### src/pkg/vmdac_pkg.sv
// Package: constants for the variable monitor output control block
package vmdac_pkg;
  localparam int          DAC_W      = 12;
  localparam logic [11:0] DAC_MAX    = 12'hfff;
  localparam int          ENUM_MAX   = 31;
  localparam int          FRAC_SHIFT = 3;
  // Register indices; byte address is four times the index
  localparam logic [9:0]  CH1_IDX    = 10'h0f4;
  localparam logic [9:0]  CH2_IDX    = 10'h0f6;
  localparam logic [9:0]  STAT_IDX   = 10'h0f8;
  localparam logic [11:0] CH1_ADDR   = {CH1_IDX, 2'b00};
  localparam logic [11:0] CH2_ADDR   = {CH2_IDX, 2'b00};
  localparam logic [11:0] STAT_ADDR  = {STAT_IDX, 2'b00};
  localparam int          CH1_MULT_LSB = 17;
  localparam int          CH1_FRAC_LSB = 13;
  localparam int          CH1_POL_BIT  = 12;
  localparam int          CH1_ADDR_W   = 12;
  localparam int          CH2_MULT_LSB = 19;
  localparam int          CH2_FRAC_LSB = 15;
  localparam int          CH2_POL_BIT  = 14;
  localparam int          CH2_ADDR_W   = 14;
  localparam logic [3:0]  CH1_MULT_RST = 4'h8;
  localparam logic [3:0]  CH2_MULT_RST = 4'h0;
  localparam logic [3:0]  FRAC_RST     = 4'h8;
  localparam logic [13:0] ADDR_RST     = 14'h0000;
  localparam int          STAT_CODE2_LSB = 16;
  localparam int          STAT_ENUM1_BIT = 30;
  localparam int          STAT_ENUM2_BIT = 31;
  typedef enum logic [0:0] {
    VMDAC_BIPOLAR  = 1'b0,
    VMDAC_UNIPOLAR = 1'b1
  } vmdac_pol_t;
endpackage : vmdac_pkg

### src/hdl/vmdac_ctrl.sv
// Top: APB registers, variable fetch and two monitor output channels
//
// Register access over APB was left to the implementer.
`timescale 1ns/1ps
module vmdac_ctrl #(
  parameter int VAR_W   = 32,
  parameter int PU_FRAC = 24
) (
  input  wire logic                    core_clk_i,
  input  wire logic                    rst_n_i,
  input  wire logic                    psel_i,
  input  wire logic                    penable_i,
  input  wire logic                    pwrite_i,
  input  wire logic [11:0]             paddr_i,
  input  wire logic [31:0]             pwdata_i,
  input  wire logic [3:0]              pstrb_i,
  output logic      [31:0]             prdata_o,
  output logic                         pready_o,
  output logic                         pslverr_o,
  output logic      [13:0]             mon_addr_one_o,
  output logic      [13:0]             mon_addr_two_o,
  input  wire logic [VAR_W-1:0]        mon_data_one_i,
  input  wire logic [VAR_W-1:0]        mon_data_two_i,
  output logic      [vmdac_pkg::DAC_W-1:0] monitor_output_one_o,
  output logic      [vmdac_pkg::DAC_W-1:0] monitor_output_two_o
);
  localparam int VAL_W = VAR_W + 16;
  localparam logic signed [VAR_W-1:0] PU_ONE = VAR_W'(1) <<< PU_FRAC;

  function automatic logic [31:0] lane_mask(input logic [3:0] strb);
    lane_mask = {{8{strb[3]}}, {8{strb[2]}}, {8{strb[1]}}, {8{strb[0]}}};
  endfunction : lane_mask

  logic        [3:0]                  mult_reg   [2];
  logic        [3:0]                  frac_reg   [2];
  logic                               pol_reg    [2];
  logic        [13:0]                 addr_reg   [2];
  logic signed [VAR_W-1:0]            sample_reg [2];
  logic        [VAR_W-1:0]            mon_data   [2];
  logic        [vmdac_pkg::DAC_W-1:0] code       [2];
  logic                               enum_flag  [2];
  logic        [31:0]                 prdata_reg;

  wire         hit_ch1  = (paddr_i == vmdac_pkg::CH1_ADDR);
  wire         hit_ch2  = (paddr_i == vmdac_pkg::CH2_ADDR);
  wire         hit_stat = (paddr_i == vmdac_pkg::STAT_ADDR);
  wire         hit_any  = hit_ch1 | hit_ch2 | hit_stat;
  wire         setup    = psel_i & ~penable_i;
  wire         access   = psel_i & penable_i;
  // Status register is read only; a write to it is refused
  wire         bad_acc  = ~hit_any | (pwrite_i & hit_stat);
  wire         wr_en    = access & pwrite_i & ~bad_acc;
  wire  [31:0] wmask    = lane_mask(pstrb_i);

  assign mon_data[0] = mon_data_one_i;
  assign mon_data[1] = mon_data_two_i;

  genvar c;
  generate
    for (c = 0; c < 2; c++) begin : g_ch
      localparam int ML = (c == 0) ? vmdac_pkg::CH1_MULT_LSB : vmdac_pkg::CH2_MULT_LSB;
      localparam int FL = (c == 0) ? vmdac_pkg::CH1_FRAC_LSB : vmdac_pkg::CH2_FRAC_LSB;
      localparam int PB = (c == 0) ? vmdac_pkg::CH1_POL_BIT : vmdac_pkg::CH2_POL_BIT;
      localparam int AW = (c == 0) ? vmdac_pkg::CH1_ADDR_W : vmdac_pkg::CH2_ADDR_W;
      localparam logic [3:0] MRST = (c == 0) ? vmdac_pkg::CH1_MULT_RST
                                             : vmdac_pkg::CH2_MULT_RST;
      logic        [31:0]      img;
      logic        [31:0]      merged;
      logic signed [VAL_W-1:0] value;
      logic                    is_enum;
      wire                     wr = wr_en & ((c == 0) ? hit_ch1 : hit_ch2);

      // Full field image, so partial byte writes keep untouched fields
      assign img = (32'(mult_reg[c]) << ML) | (32'(frac_reg[c]) << FL)
                 | (32'(pol_reg[c]) << PB) | 32'(addr_reg[c]);
      assign merged = (img & ~wmask) | (pwdata_i & wmask);

      always_ff @(posedge core_clk_i or negedge rst_n_i) begin
        if (!rst_n_i) begin
          mult_reg[c] <= MRST;
          frac_reg[c] <= vmdac_pkg::FRAC_RST;
          pol_reg[c]  <= vmdac_pkg::VMDAC_BIPOLAR;
          addr_reg[c] <= vmdac_pkg::ADDR_RST;
        end else if (wr) begin
          mult_reg[c] <= merged[ML+:4];
          frac_reg[c] <= merged[FL+:4];
          pol_reg[c]  <= merged[PB];
          addr_reg[c] <= 14'(merged[AW-1:0]);
        end
      end

      // Variable arrives one cycle after its address is presented
      always_ff @(posedge core_clk_i or negedge rst_n_i) begin
        if (!rst_n_i) begin
          sample_reg[c] <= '0;
        end else begin
          sample_reg[c] <= $signed(mon_data[c]);
        end
      end

      vmdac_scaler #(
        .VAR_W (VAR_W),
        .VAL_W (VAL_W)
      ) u_scaler (
        .sample_i (sample_reg[c]),
        .frac_i   (frac_reg[c]),
        .mult_i   (mult_reg[c]),
        .enum_o   (is_enum),
        .value_o  (value)
      );

      vmdac_mapper #(
        .VAL_W   (VAL_W),
        .PU_FRAC (PU_FRAC)
      ) u_mapper (
        .core_clk_i (core_clk_i),
        .rst_n_i    (rst_n_i),
        .value_i    (value),
        .enum_i     (is_enum),
        .pol_i      (pol_reg[c]),
        .code_o     (code[c]),
        .enum_o     (enum_flag[c])
      );
    end
  endgenerate

  // Write-only scaling and polarity fields read back as zero
  wire [31:0] rd_ch1  = {20'h0_0000, addr_reg[0][vmdac_pkg::CH1_ADDR_W-1:0]};
  wire [31:0] rd_ch2  = {18'h0_0000, addr_reg[1]};
  wire [31:0] rd_stat = (32'(enum_flag[1]) << vmdac_pkg::STAT_ENUM2_BIT)
                      | (32'(enum_flag[0]) << vmdac_pkg::STAT_ENUM1_BIT)
                      | (32'(code[1]) << vmdac_pkg::STAT_CODE2_LSB)
                      | 32'(code[0]);
  wire [31:0] rdata   = hit_ch1 ? rd_ch1 : hit_ch2 ? rd_ch2 : hit_stat ? rd_stat : 32'h0;

  // Read data captured in setup so it comes from a flop
  always_ff @(posedge core_clk_i or negedge rst_n_i) begin
    if (!rst_n_i) begin
      prdata_reg <= 32'h0000_0000;
    end else if (setup & ~pwrite_i) begin
      prdata_reg <= rdata;
    end
  end

  assign prdata_o             = prdata_reg;
  assign pready_o             = 1'b1;
  assign pslverr_o            = access & bad_acc;
  assign mon_addr_one_o       = addr_reg[0];
  assign mon_addr_two_o       = addr_reg[1];
  assign monitor_output_one_o = code[0];
  assign monitor_output_two_o = code[1];

  a_enum_mode_sel: assert property (@(posedge core_clk_i) disable iff (!rst_n_i)
    (frac_reg[0] == 4'h0) |=> enum_flag[0])
    else $error("enum mode not entered on zero fraction");

  a_mult_ignored: assert property (@(posedge core_clk_i) disable iff (!rst_n_i)
    (frac_reg[0] == 4'h8 && pol_reg[0] && sample_reg[0] == PU_ONE)
    |=> (code[0] == vmdac_pkg::DAC_MAX && !enum_flag[0]))
    else $error("multiplier affected fractional scaling");

  a_pow2_mult: assert property (@(posedge core_clk_i) disable iff (!rst_n_i)
    (frac_reg[0] == 4'h0 && mult_reg[0] == 4'h2 && sample_reg[0] == 3)
    |=> (code[0] == 12'((12 * 4095) / 31)))
    else $error("power of two multiplier wrong");

  a_enum_top: assert property (@(posedge core_clk_i) disable iff (!rst_n_i)
    (frac_reg[0] == 4'h0 && mult_reg[0] == 4'h2 && sample_reg[0] >= 8)
    |=> (code[0] == vmdac_pkg::DAC_MAX))
    else $error("enumeration maximum not at full scale");

  a_frac_half: assert property (@(posedge core_clk_i) disable iff (!rst_n_i)
    (frac_reg[0] == 4'h4 && pol_reg[0] && sample_reg[0] == PU_ONE)
    |=> (code[0] == 12'h7ff))
    else $error("fraction four does not give half scale");

  a_unipolar_zero: assert property (@(posedge core_clk_i) disable iff (!rst_n_i)
    (frac_reg[0] != 4'h0 && pol_reg[0] && sample_reg[0] <= 0) |=> (code[0] == 12'h000))
    else $error("unipolar zero not at bottom");

  a_bipolar_mid: assert property (@(posedge core_clk_i) disable iff (!rst_n_i)
    (frac_reg[0] != 4'h0 && !pol_reg[0] && sample_reg[0] == 0) |=> (code[0] == 12'h7ff))
    else $error("bipolar zero not at mid scale");

  a_bipolar_floor: assert property (@(posedge core_clk_i) disable iff (!rst_n_i)
    (frac_reg[0] == 4'h8 && !pol_reg[0] && sample_reg[0] == -PU_ONE)
    |=> (code[0] == 12'h000))
    else $error("bipolar minus one not at bottom");

  a_pol_write_only: assert property (@(posedge core_clk_i) disable iff (!rst_n_i)
    (setup && !pwrite_i && hit_ch1) |=> (prdata_o[31:12] == 20'h0_0000))
    else $error("write-only bits visible on read");

  a_addr_update: assert property (@(posedge core_clk_i) disable iff (!rst_n_i)
    (wr_en && hit_ch1 && pstrb_i == 4'hf)
    |=> (mon_addr_one_o == {2'b00, $past(pwdata_i[11:0])}))
    else $error("channel one address not updated");

  a_ch2_layout: assert property (@(posedge core_clk_i) disable iff (!rst_n_i)
    (wr_en && hit_ch2 && pstrb_i == 4'hf)
    |=> (frac_reg[1] == $past(pwdata_i[18:15]) && mult_reg[1] == $past(pwdata_i[22:19])
         && pol_reg[1] == $past(pwdata_i[14])))
    else $error("channel two fields misplaced");
endmodule : vmdac_ctrl

### src/hdl/vmdac_scaler.sv
// Scaler: fractional or power-of-two scaling of one monitored variable
`timescale 1ns/1ps
module vmdac_scaler #(
  parameter int VAR_W = 32,
  parameter int VAL_W = 48
) (
  input  wire logic signed [VAR_W-1:0] sample_i,
  input  wire logic        [3:0]       frac_i,
  input  wire logic        [3:0]       mult_i,
  output logic                         enum_o,
  output logic signed      [VAL_W-1:0] value_o
);
  logic signed [VAR_W+4:0] frac_prod;
  logic signed [VAL_W-1:0] frac_val;
  logic signed [VAL_W-1:0] pow_val;

  assign frac_prod = sample_i * $signed({1'b0, frac_i});
  // Divide by eight, arithmetic so negatives keep their sign
  assign frac_val  = VAL_W'(frac_prod >>> vmdac_pkg::FRAC_SHIFT);
  assign pow_val   = VAL_W'(sample_i) <<< mult_i;
  assign enum_o    = (frac_i == 4'h0);
  assign value_o   = enum_o ? pow_val : frac_val;
endmodule : vmdac_scaler

### src/hdl/vmdac_mapper.sv
// Mapper: scaled value to output code, unipolar, bipolar or enumerated
`timescale 1ns/1ps
module vmdac_mapper #(
  parameter int VAL_W   = 48,
  parameter int PU_FRAC = 24
) (
  input  wire logic                           core_clk_i,
  input  wire logic                           rst_n_i,
  input  wire logic signed [VAL_W-1:0]        value_i,
  input  wire logic                           enum_i,
  input  wire logic                           pol_i,
  output logic             [vmdac_pkg::DAC_W-1:0] code_o,
  output logic                                enum_o
);
  localparam int CL_W   = PU_FRAC + 2;
  localparam int PROD_W = CL_W + vmdac_pkg::DAC_W;
  localparam logic signed [VAL_W:0] ONE  = (VAL_W+1)'(1) <<< PU_FRAC;
  localparam logic signed [VAL_W:0] TWO  = ONE <<< 1;
  localparam logic signed [VAL_W:0] EMAX = (VAL_W+1)'(vmdac_pkg::ENUM_MAX);

  logic signed [VAL_W:0]                 v_ext;
  logic signed [VAL_W:0]                 v_bi;
  logic        [CL_W-1:0]                uni_cl;
  logic        [CL_W-1:0]                bi_cl;
  logic        [4:0]                     enum_cl;
  logic        [PROD_W-1:0]              uni_prod;
  logic        [PROD_W-1:0]              bi_prod;
  logic        [PROD_W-1:0]              enum_prod;
  logic        [vmdac_pkg::DAC_W-1:0]    code_next;
  logic        [vmdac_pkg::DAC_W-1:0]    code_reg;
  logic                                  enum_reg;

  assign v_ext = (VAL_W+1)'(value_i);
  assign v_bi  = v_ext + ONE;
  // Out-of-range values saturate at the rails instead of wrapping
  assign uni_cl  = (v_ext < 0) ? '0 : (v_ext > ONE) ? CL_W'(ONE) : CL_W'(v_ext);
  assign bi_cl   = (v_bi < 0) ? '0 : (v_bi > TWO) ? CL_W'(TWO) : CL_W'(v_bi);
  assign enum_cl = (v_ext < 0) ? '0 : (v_ext > EMAX) ? 5'(EMAX) : 5'(v_ext);
  assign uni_prod  = (PROD_W'(uni_cl) * PROD_W'(vmdac_pkg::DAC_MAX)) >> PU_FRAC;
  assign bi_prod   = (PROD_W'(bi_cl) * PROD_W'(vmdac_pkg::DAC_MAX)) >> (PU_FRAC + 1);
  assign enum_prod = (PROD_W'(enum_cl) * PROD_W'(vmdac_pkg::DAC_MAX))
                     / PROD_W'(vmdac_pkg::ENUM_MAX);
  assign code_next = enum_i ? enum_prod[vmdac_pkg::DAC_W-1:0]
                   : (pol_i == vmdac_pkg::VMDAC_UNIPOLAR) ? uni_prod[vmdac_pkg::DAC_W-1:0]
                   : bi_prod[vmdac_pkg::DAC_W-1:0];

  always_ff @(posedge core_clk_i or negedge rst_n_i) begin
    if (!rst_n_i) begin
      code_reg <= '0;
      enum_reg <= 1'b0;
    end else begin
      code_reg <= code_next;
      enum_reg <= enum_i;
    end
  end

  assign code_o = code_reg;
  assign enum_o = enum_reg;
endmodule : vmdac_mapper

### config.mk
export PLATFORM = sky130hd
export DESIGN_NAME = vmdac_ctrl
export DESIGN_NICKNAME = d
export VERILOG_FILES = /design/src/pkg/vmdac_pkg.sv /design/src/hdl/vmdac_ctrl.sv /design/src/hdl/vmdac_scaler.sv /design/src/hdl/vmdac_mapper.sv
export SDC_FILE = /design/constraint.sdc
export NUM_CORES = 2
export LEC_CHECK = 0
export BUFFER_PORTS_ARGS = -buffer_cell sky130_fd_sc_hd__clkbuf_2
export CORE_UTILIZATION = 25
export CTS_CLUSTER_DIAMETER = 80
export DETAILED_ROUTE_END_ITERATION = 8
export GPL_ROUTABILITY_DRIVEN = 0
export GPL_TIMING_DRIVEN = 0
export PLACE_DENSITY = 0.49
export SLEW_MARGIN = 20
export SYNTH_ARGS = -nofsm -noshare
export SYNTH_HDL_FRONTEND = slang
export SYNTH_SLANG_ARGS = --single-unit
### constraint.sdc
create_clock -name core_clk_i -period 22.7 [get_ports core_clk_i]
set_input_delay 6.81 -clock core_clk_i [delete_from_list [all_inputs] [get_ports core_clk_i]]
set_output_delay 6.81 -clock core_clk_i [all_outputs]
set_load 0.02 [all_outputs]
---- After elaboration in Yosys (flattened, before gate mapping) ----
Index checks and enable logic that the tools add are counted.
storage, ports and cells
  logic and storage cells ................. 96
  output and inout bits ................... 86
  input bits .............................. 117
  register bits after elaboration ......... 166
operators by class
  shift operators ......................... 2
  $add $sub $neg .......................... 2
  reductions and logical operators ........ 2
  multipliers ............................. 8
  div/mod/pow operators ................... 2
  magnitude comparators ................... 10
  eq/ne operators ......................... 3
  bitwise logic cells ..................... 31
  multiplexer cells ....................... 21
operators with widths
  cell                                                   number
  two-way mux 26 bit                                     8
  adder 48 x 26 -> 49 bit (second input constant)        2
  > comparator 49 x 27 -> 1 bit (second input constant)  2
  < comparator 49 x 1 -> 1 bit (second input constant)   2
  > comparator 48 x 26 -> 1 bit (second input constant)  2
  > comparator 48 x 6 -> 1 bit (second input constant)   2
  < comparator 48 x 1 -> 1 bit (second input constant)   2
  two-way mux 32 bit                                     3
  two-way mux 48 bit                                     2
  <<< shifter 32 x 4 -> 48 bit                           2
  divider 17 x 5 -> 38 bit (second input constant)       2
  multiplier 26 x 12 -> 37 bit (second input constant)   2
  multiplier 32 x 5 -> 37 bit                            2
  multiplier 26 x 12 -> 36 bit (second input constant)   2
  two-way mux 12 bit                                     4
  bitwise AND 23 bit                                     2
  == test 12 x 10 -> 1 bit (second input constant)       3
  multiplier 5 x 12 -> 17 bit (second input constant)    2
  OR 32 x 12 -> 32 bit                                   1
  OR 32 x 28 -> 32 bit                                   1
  OR 32 x 31 -> 32 bit                                   1
  NOT 23 bit                                             1
  OR 23 x 14 -> 23 bit                                   1
  OR 23 x 15 -> 23 bit                                   1
  12 further kinds                                       29

---- Depth between registers and ports, before layout ----
  depth in word-level cells ............... 9
  depth in mapped cells ................... 81
  mapped depth without buffers ............ 75

---- Modules after synthesis ----
A second synthesis with hierarchy kept.
unflattened totals
  cell total of the unflattened synthesis .. 5288
  area, all modules ....................... 48650.4 µm²
modules (own cells, without submodules)
  module                           sequential area each (µm²)  cells an instance  times used  area each (µm²)
  vmdac_mapper (g_ch[1].u_mapper)  325.3                       1535               1           14943.1
  vmdac_mapper (g_ch[0].u_mapper)  325.3                       1551               1           14765.4
  vmdac_scaler (g_ch[0].u_scaler)  0.0                         950                1           7074.3
  vmdac_scaler (g_ch[1].u_scaler)  0.0                         936                1           6991.7
  vmdac_ctrl                       3407.0                      316                1           4875.9

---- Least setup slack after synthesis ----
Ideal clock, no wire load.
  path type ............................... reg-to-reg
  start point ............................. register with a tool-made name
  end point ............................... register g_ch[1].u_mapper.code_reg, in the netlist g_ch[1].u_mapper.code_o[0]
  cell stages (with the launch flop) ...... 74
  slack ................................... 4.834 ns
  arrival time ............................ 17.730 ns
  data required time ...................... 22.564 ns
  setup time .............................. 0.136 ns
  clock period less this slack ............ 17.866 ns
  buffers on the path ..................... 3
  cells stage by stage .................... dfstp_2 clkbuf_1 and2_1 ha_1 inv_1 fa_1 fa_1 inv_1 ha_1 a21o_1 a21oi_1 o21bai_1 a21oi_1 o21bai_1 a21oi_1 o21bai_1 a21oi_1 o21ai_0 [... 38 more ...] a31oi_2 xor2_2 a211oi_2 and3_4 a211oi_4 or4b_1 and2_4 o31a_1 a211oi_4 nand3b_1 a21o_1 o311ai_4 a21oi_1 ha_1 and2_1 and4_1 a221oi_1 a31oi_1
RTL lines
  element               line                text
  to (signal assigned)  vmdac_mapper.sv:52  code_reg <= code_next;
  to (decl)             vmdac_mapper.sv:30  logic [vmdac_pkg::DAC_W-1:0] code_reg;

==> impl_metrics.toml <==
[run_status]
outcome = "complete, no violations"

[place]
dp.cells = 8009
placement.io_buffers = 185
place_area_sq_um = 52200
dp.final_hpwl_mm = 130

[clock_network]
cts_root_buf = "clkbuf_16"
insertion_delay_ps = 550
cts_buffers = 17
htreeDepth = 4
cts_tree = "built"
ctsHoldBuffers = 0
clockBufferDepth = 2
cts_resized = 0
clk_pin_slew_ps = 90
clock-sinks = 162
cts_setup_buffers = 0

[worst_setup_path]
start_kind = "flop"
worst-path-max-fanout = 10
reg2regPathDepth = 73
cp.arrival_ps = 21400
cpLargestDelayFamily = "compound AO/OA/AOI/OAI gates"
crit_buf_inv = 7
crit_path_top_delay_cell = "fa_1"
cp_slowest_stage_delay_ps = 800
cp.depth = 73
worstSetupEndpointType = "flop"
crit_path_frequent_cell = "a21oi_1"
cp.required_ps = 23060
crit_type = "flop to flop"

[sta]
slew_violations = 0
rsz0062_at_grt = "false"
tns_ps = 0
tightest_slew_ps = 1100
fin_skew_ps = 25.4
finalSetupViolCount = 0
min_period_over_period_pct = 92.7
finalHoldWorstSlack_ps = 477
min_period_ps = 21040
hold_viol = 0
slew_headroom_pct = 25.9
max_freq_mhz = 47.5

[die]
start_util_pct = 25.2
die_y_um = 440
dieArea_sq_um = 194000
dieWidth_um = 440
io_pins = 203
row_count = 160
core_area_sq_um = 190000

[run]
maxCapViolations = 0

[synthesis]
async_flop_share_pct = 100
yosysTopAreaCell = "fa_1"
synthCells = 5301
syn-cell-area_sq_um = 48000
ys_seq_elements = 162
synth_ff_type = "dfrtp_1"
ys_warn_count = 0
avgSynthCellArea_sq_um = 9.05
synth-seq-area-share_pct = 8.45
yosys-top-cells-area = "fa_1 34%, ha_1 11%, dfrtp_1 8.3%"
synth_top_area_share_pct = 34.0
synth_cell_types = 129
synth_edf_count = 0

[global_routing]
grt_max_degree = 73
grt_pass1_wl_mm = 235
grt_util_all_layers_pct = 15.7
grt_pass1_vias = 39900
grt_antenna_before_repair = 9
grt-ovfl-total = 0

[power_and_ir_drop]
finalPower_mw = 5.24
max-vdd-ir-drop_mv = 0.237
p_leak_nw = 27.4
power_density_nw_per_um2 = 99.2

[finish]
instances_no_fill = 8055
layout-drive-gt1-share_pct = 8.83
final_cell_mix = "1001 x inv_1, 816 x fa_1, 430 x ha_1"
syn2layout_area_growth_pct = 10.2
mostFrequentLayoutCell = "inv_1"
fillers = 20400
layout.nets = 6879
stdcell_area_sq_um = 52900

[worst_hold_path]
hold_path_depth = 2
hold_class = "flop to flop"

[route]
drt_first_pass_iters = 5
vias_per_cell = 4.72
ant_nets = 0
drt-total-wl_mm = 149
vias = 38000
remaining_drc_errors = 0
drt_iter0_markers = 2614
post_drt_wl_per_cell_um = 18.4
==> metal layers <==
| layer | vias up | track usage [%] | routed length (um) |
|---|---|---|---|
| li1 | 17900 | - | - |
| met1 | 19100 | 21.0 | 66200 |
| met2 | 827 | 26.5 | 71900 |
| met3 | 136 | 1.26 | 5370 |
| met4 | 2 | 5.40 | 5060 |
| met5 | - | 0 | 8 |
==> synthesized netlist by cell type, types with 35 or more instances <==
cell type,number
dfrtp_1,159
fa_1,816
o21a_1,92
ha_1,430
nor2_1,284
mux2_2,53
nor2b_1,35
xnor2_1,104
o211ai_1,41
mux4_2,39
a21o_1,61
o21ai_0,145
nor3_1,92
a211oi_1,49
nand4_1,52
xor2_1,39
mux2i_1,91
inv_1,1001
a31oi_1,47
clkbuf_1,122
and2_1,231
nand3_1,123
a21oi_1,246
nand2_1,356
==> worst reg2reg max path: cells and delay by family (launching register included) <==
kind            cells  cell delay (ps)
buf+inv             7              940
compound gates     37             9980
flops               1              500
xor+xnor            1              120
simple gates       17             4930
fa+ha+maj          11             4330
==> final cells by class <==
cell class	count	area (sq um)	area share (%)
Tap cell	2511	3140	5.94
Sequential cell	162	4060	7.67
Antenna cell	15	37.5	0.0710
Multi-Input combinational cell	3947	39300	74.4
Inverter	1006	3780	7.14
Clock inverter	13	168	0.317
Clock buffer	19	433	0.818
Timing Repair Buffer	192	1060	2.01
Buffer	190	891	1.68
==> cells by family after synthesis <==
kind of cell	after synthesis	synth area share (%)
fa+ha+maj	1248	45.3
compound gates	962	14.0
xor+xnor	146	2.73
flops	162	8.45
buf+inv	1197	9.72
other cells	2	0.0156
simple gates	1400	14.8
mux	184	4.99
==> worst paths after layout <==
check                                          from                              endpoint  slack [ps]
max                                            flop  g_ch[1].u_mapper.code_o[0]$_DFF_PN0_        1660
min                        prdata_o[13]$_DFFE_PN0P_              prdata_o[13]$_DFFE_PN0P_         480
max reg2reg                                    flop  g_ch[1].u_mapper.code_o[0]$_DFF_PN0_        1660
min reg2reg                prdata_o[13]$_DFFE_PN0P_              prdata_o[13]$_DFFE_PN0P_         480
max in group asynchronous                   rst_n_i              sample_reg[54]$_DFF_PN0_       15400
min in group asynchronous                   rst_n_i               sample_reg[7]$_DFF_PN0_        6140
==> through the flow <==
step | worst slack, ps | utilization (%)
floorplan | 4830 | -
global placement | 776 | 27.4
detailed placement | 827 | 27.4
CTS | 682 | 27.8
global route | 240 | 27.8
finish | 1660 | 27.8
==> report_power, final <==
| part | internal, mW | leakage, nW | total [mW] | switching (mW) |
|---|---|---|---|---|
| Combinational | 1.68 | 25.1 | 4.52 | 2.84 |
| Sequential | 0.342 | 2.02 | 0.393 | 0.0513 |
| Clock | 0.166 | 0.290 | 0.337 | 0.170 |
| Total | 2.19 | 27.4 | 5.24 | 3.06 |
Power figures use the tool's default switching activity.
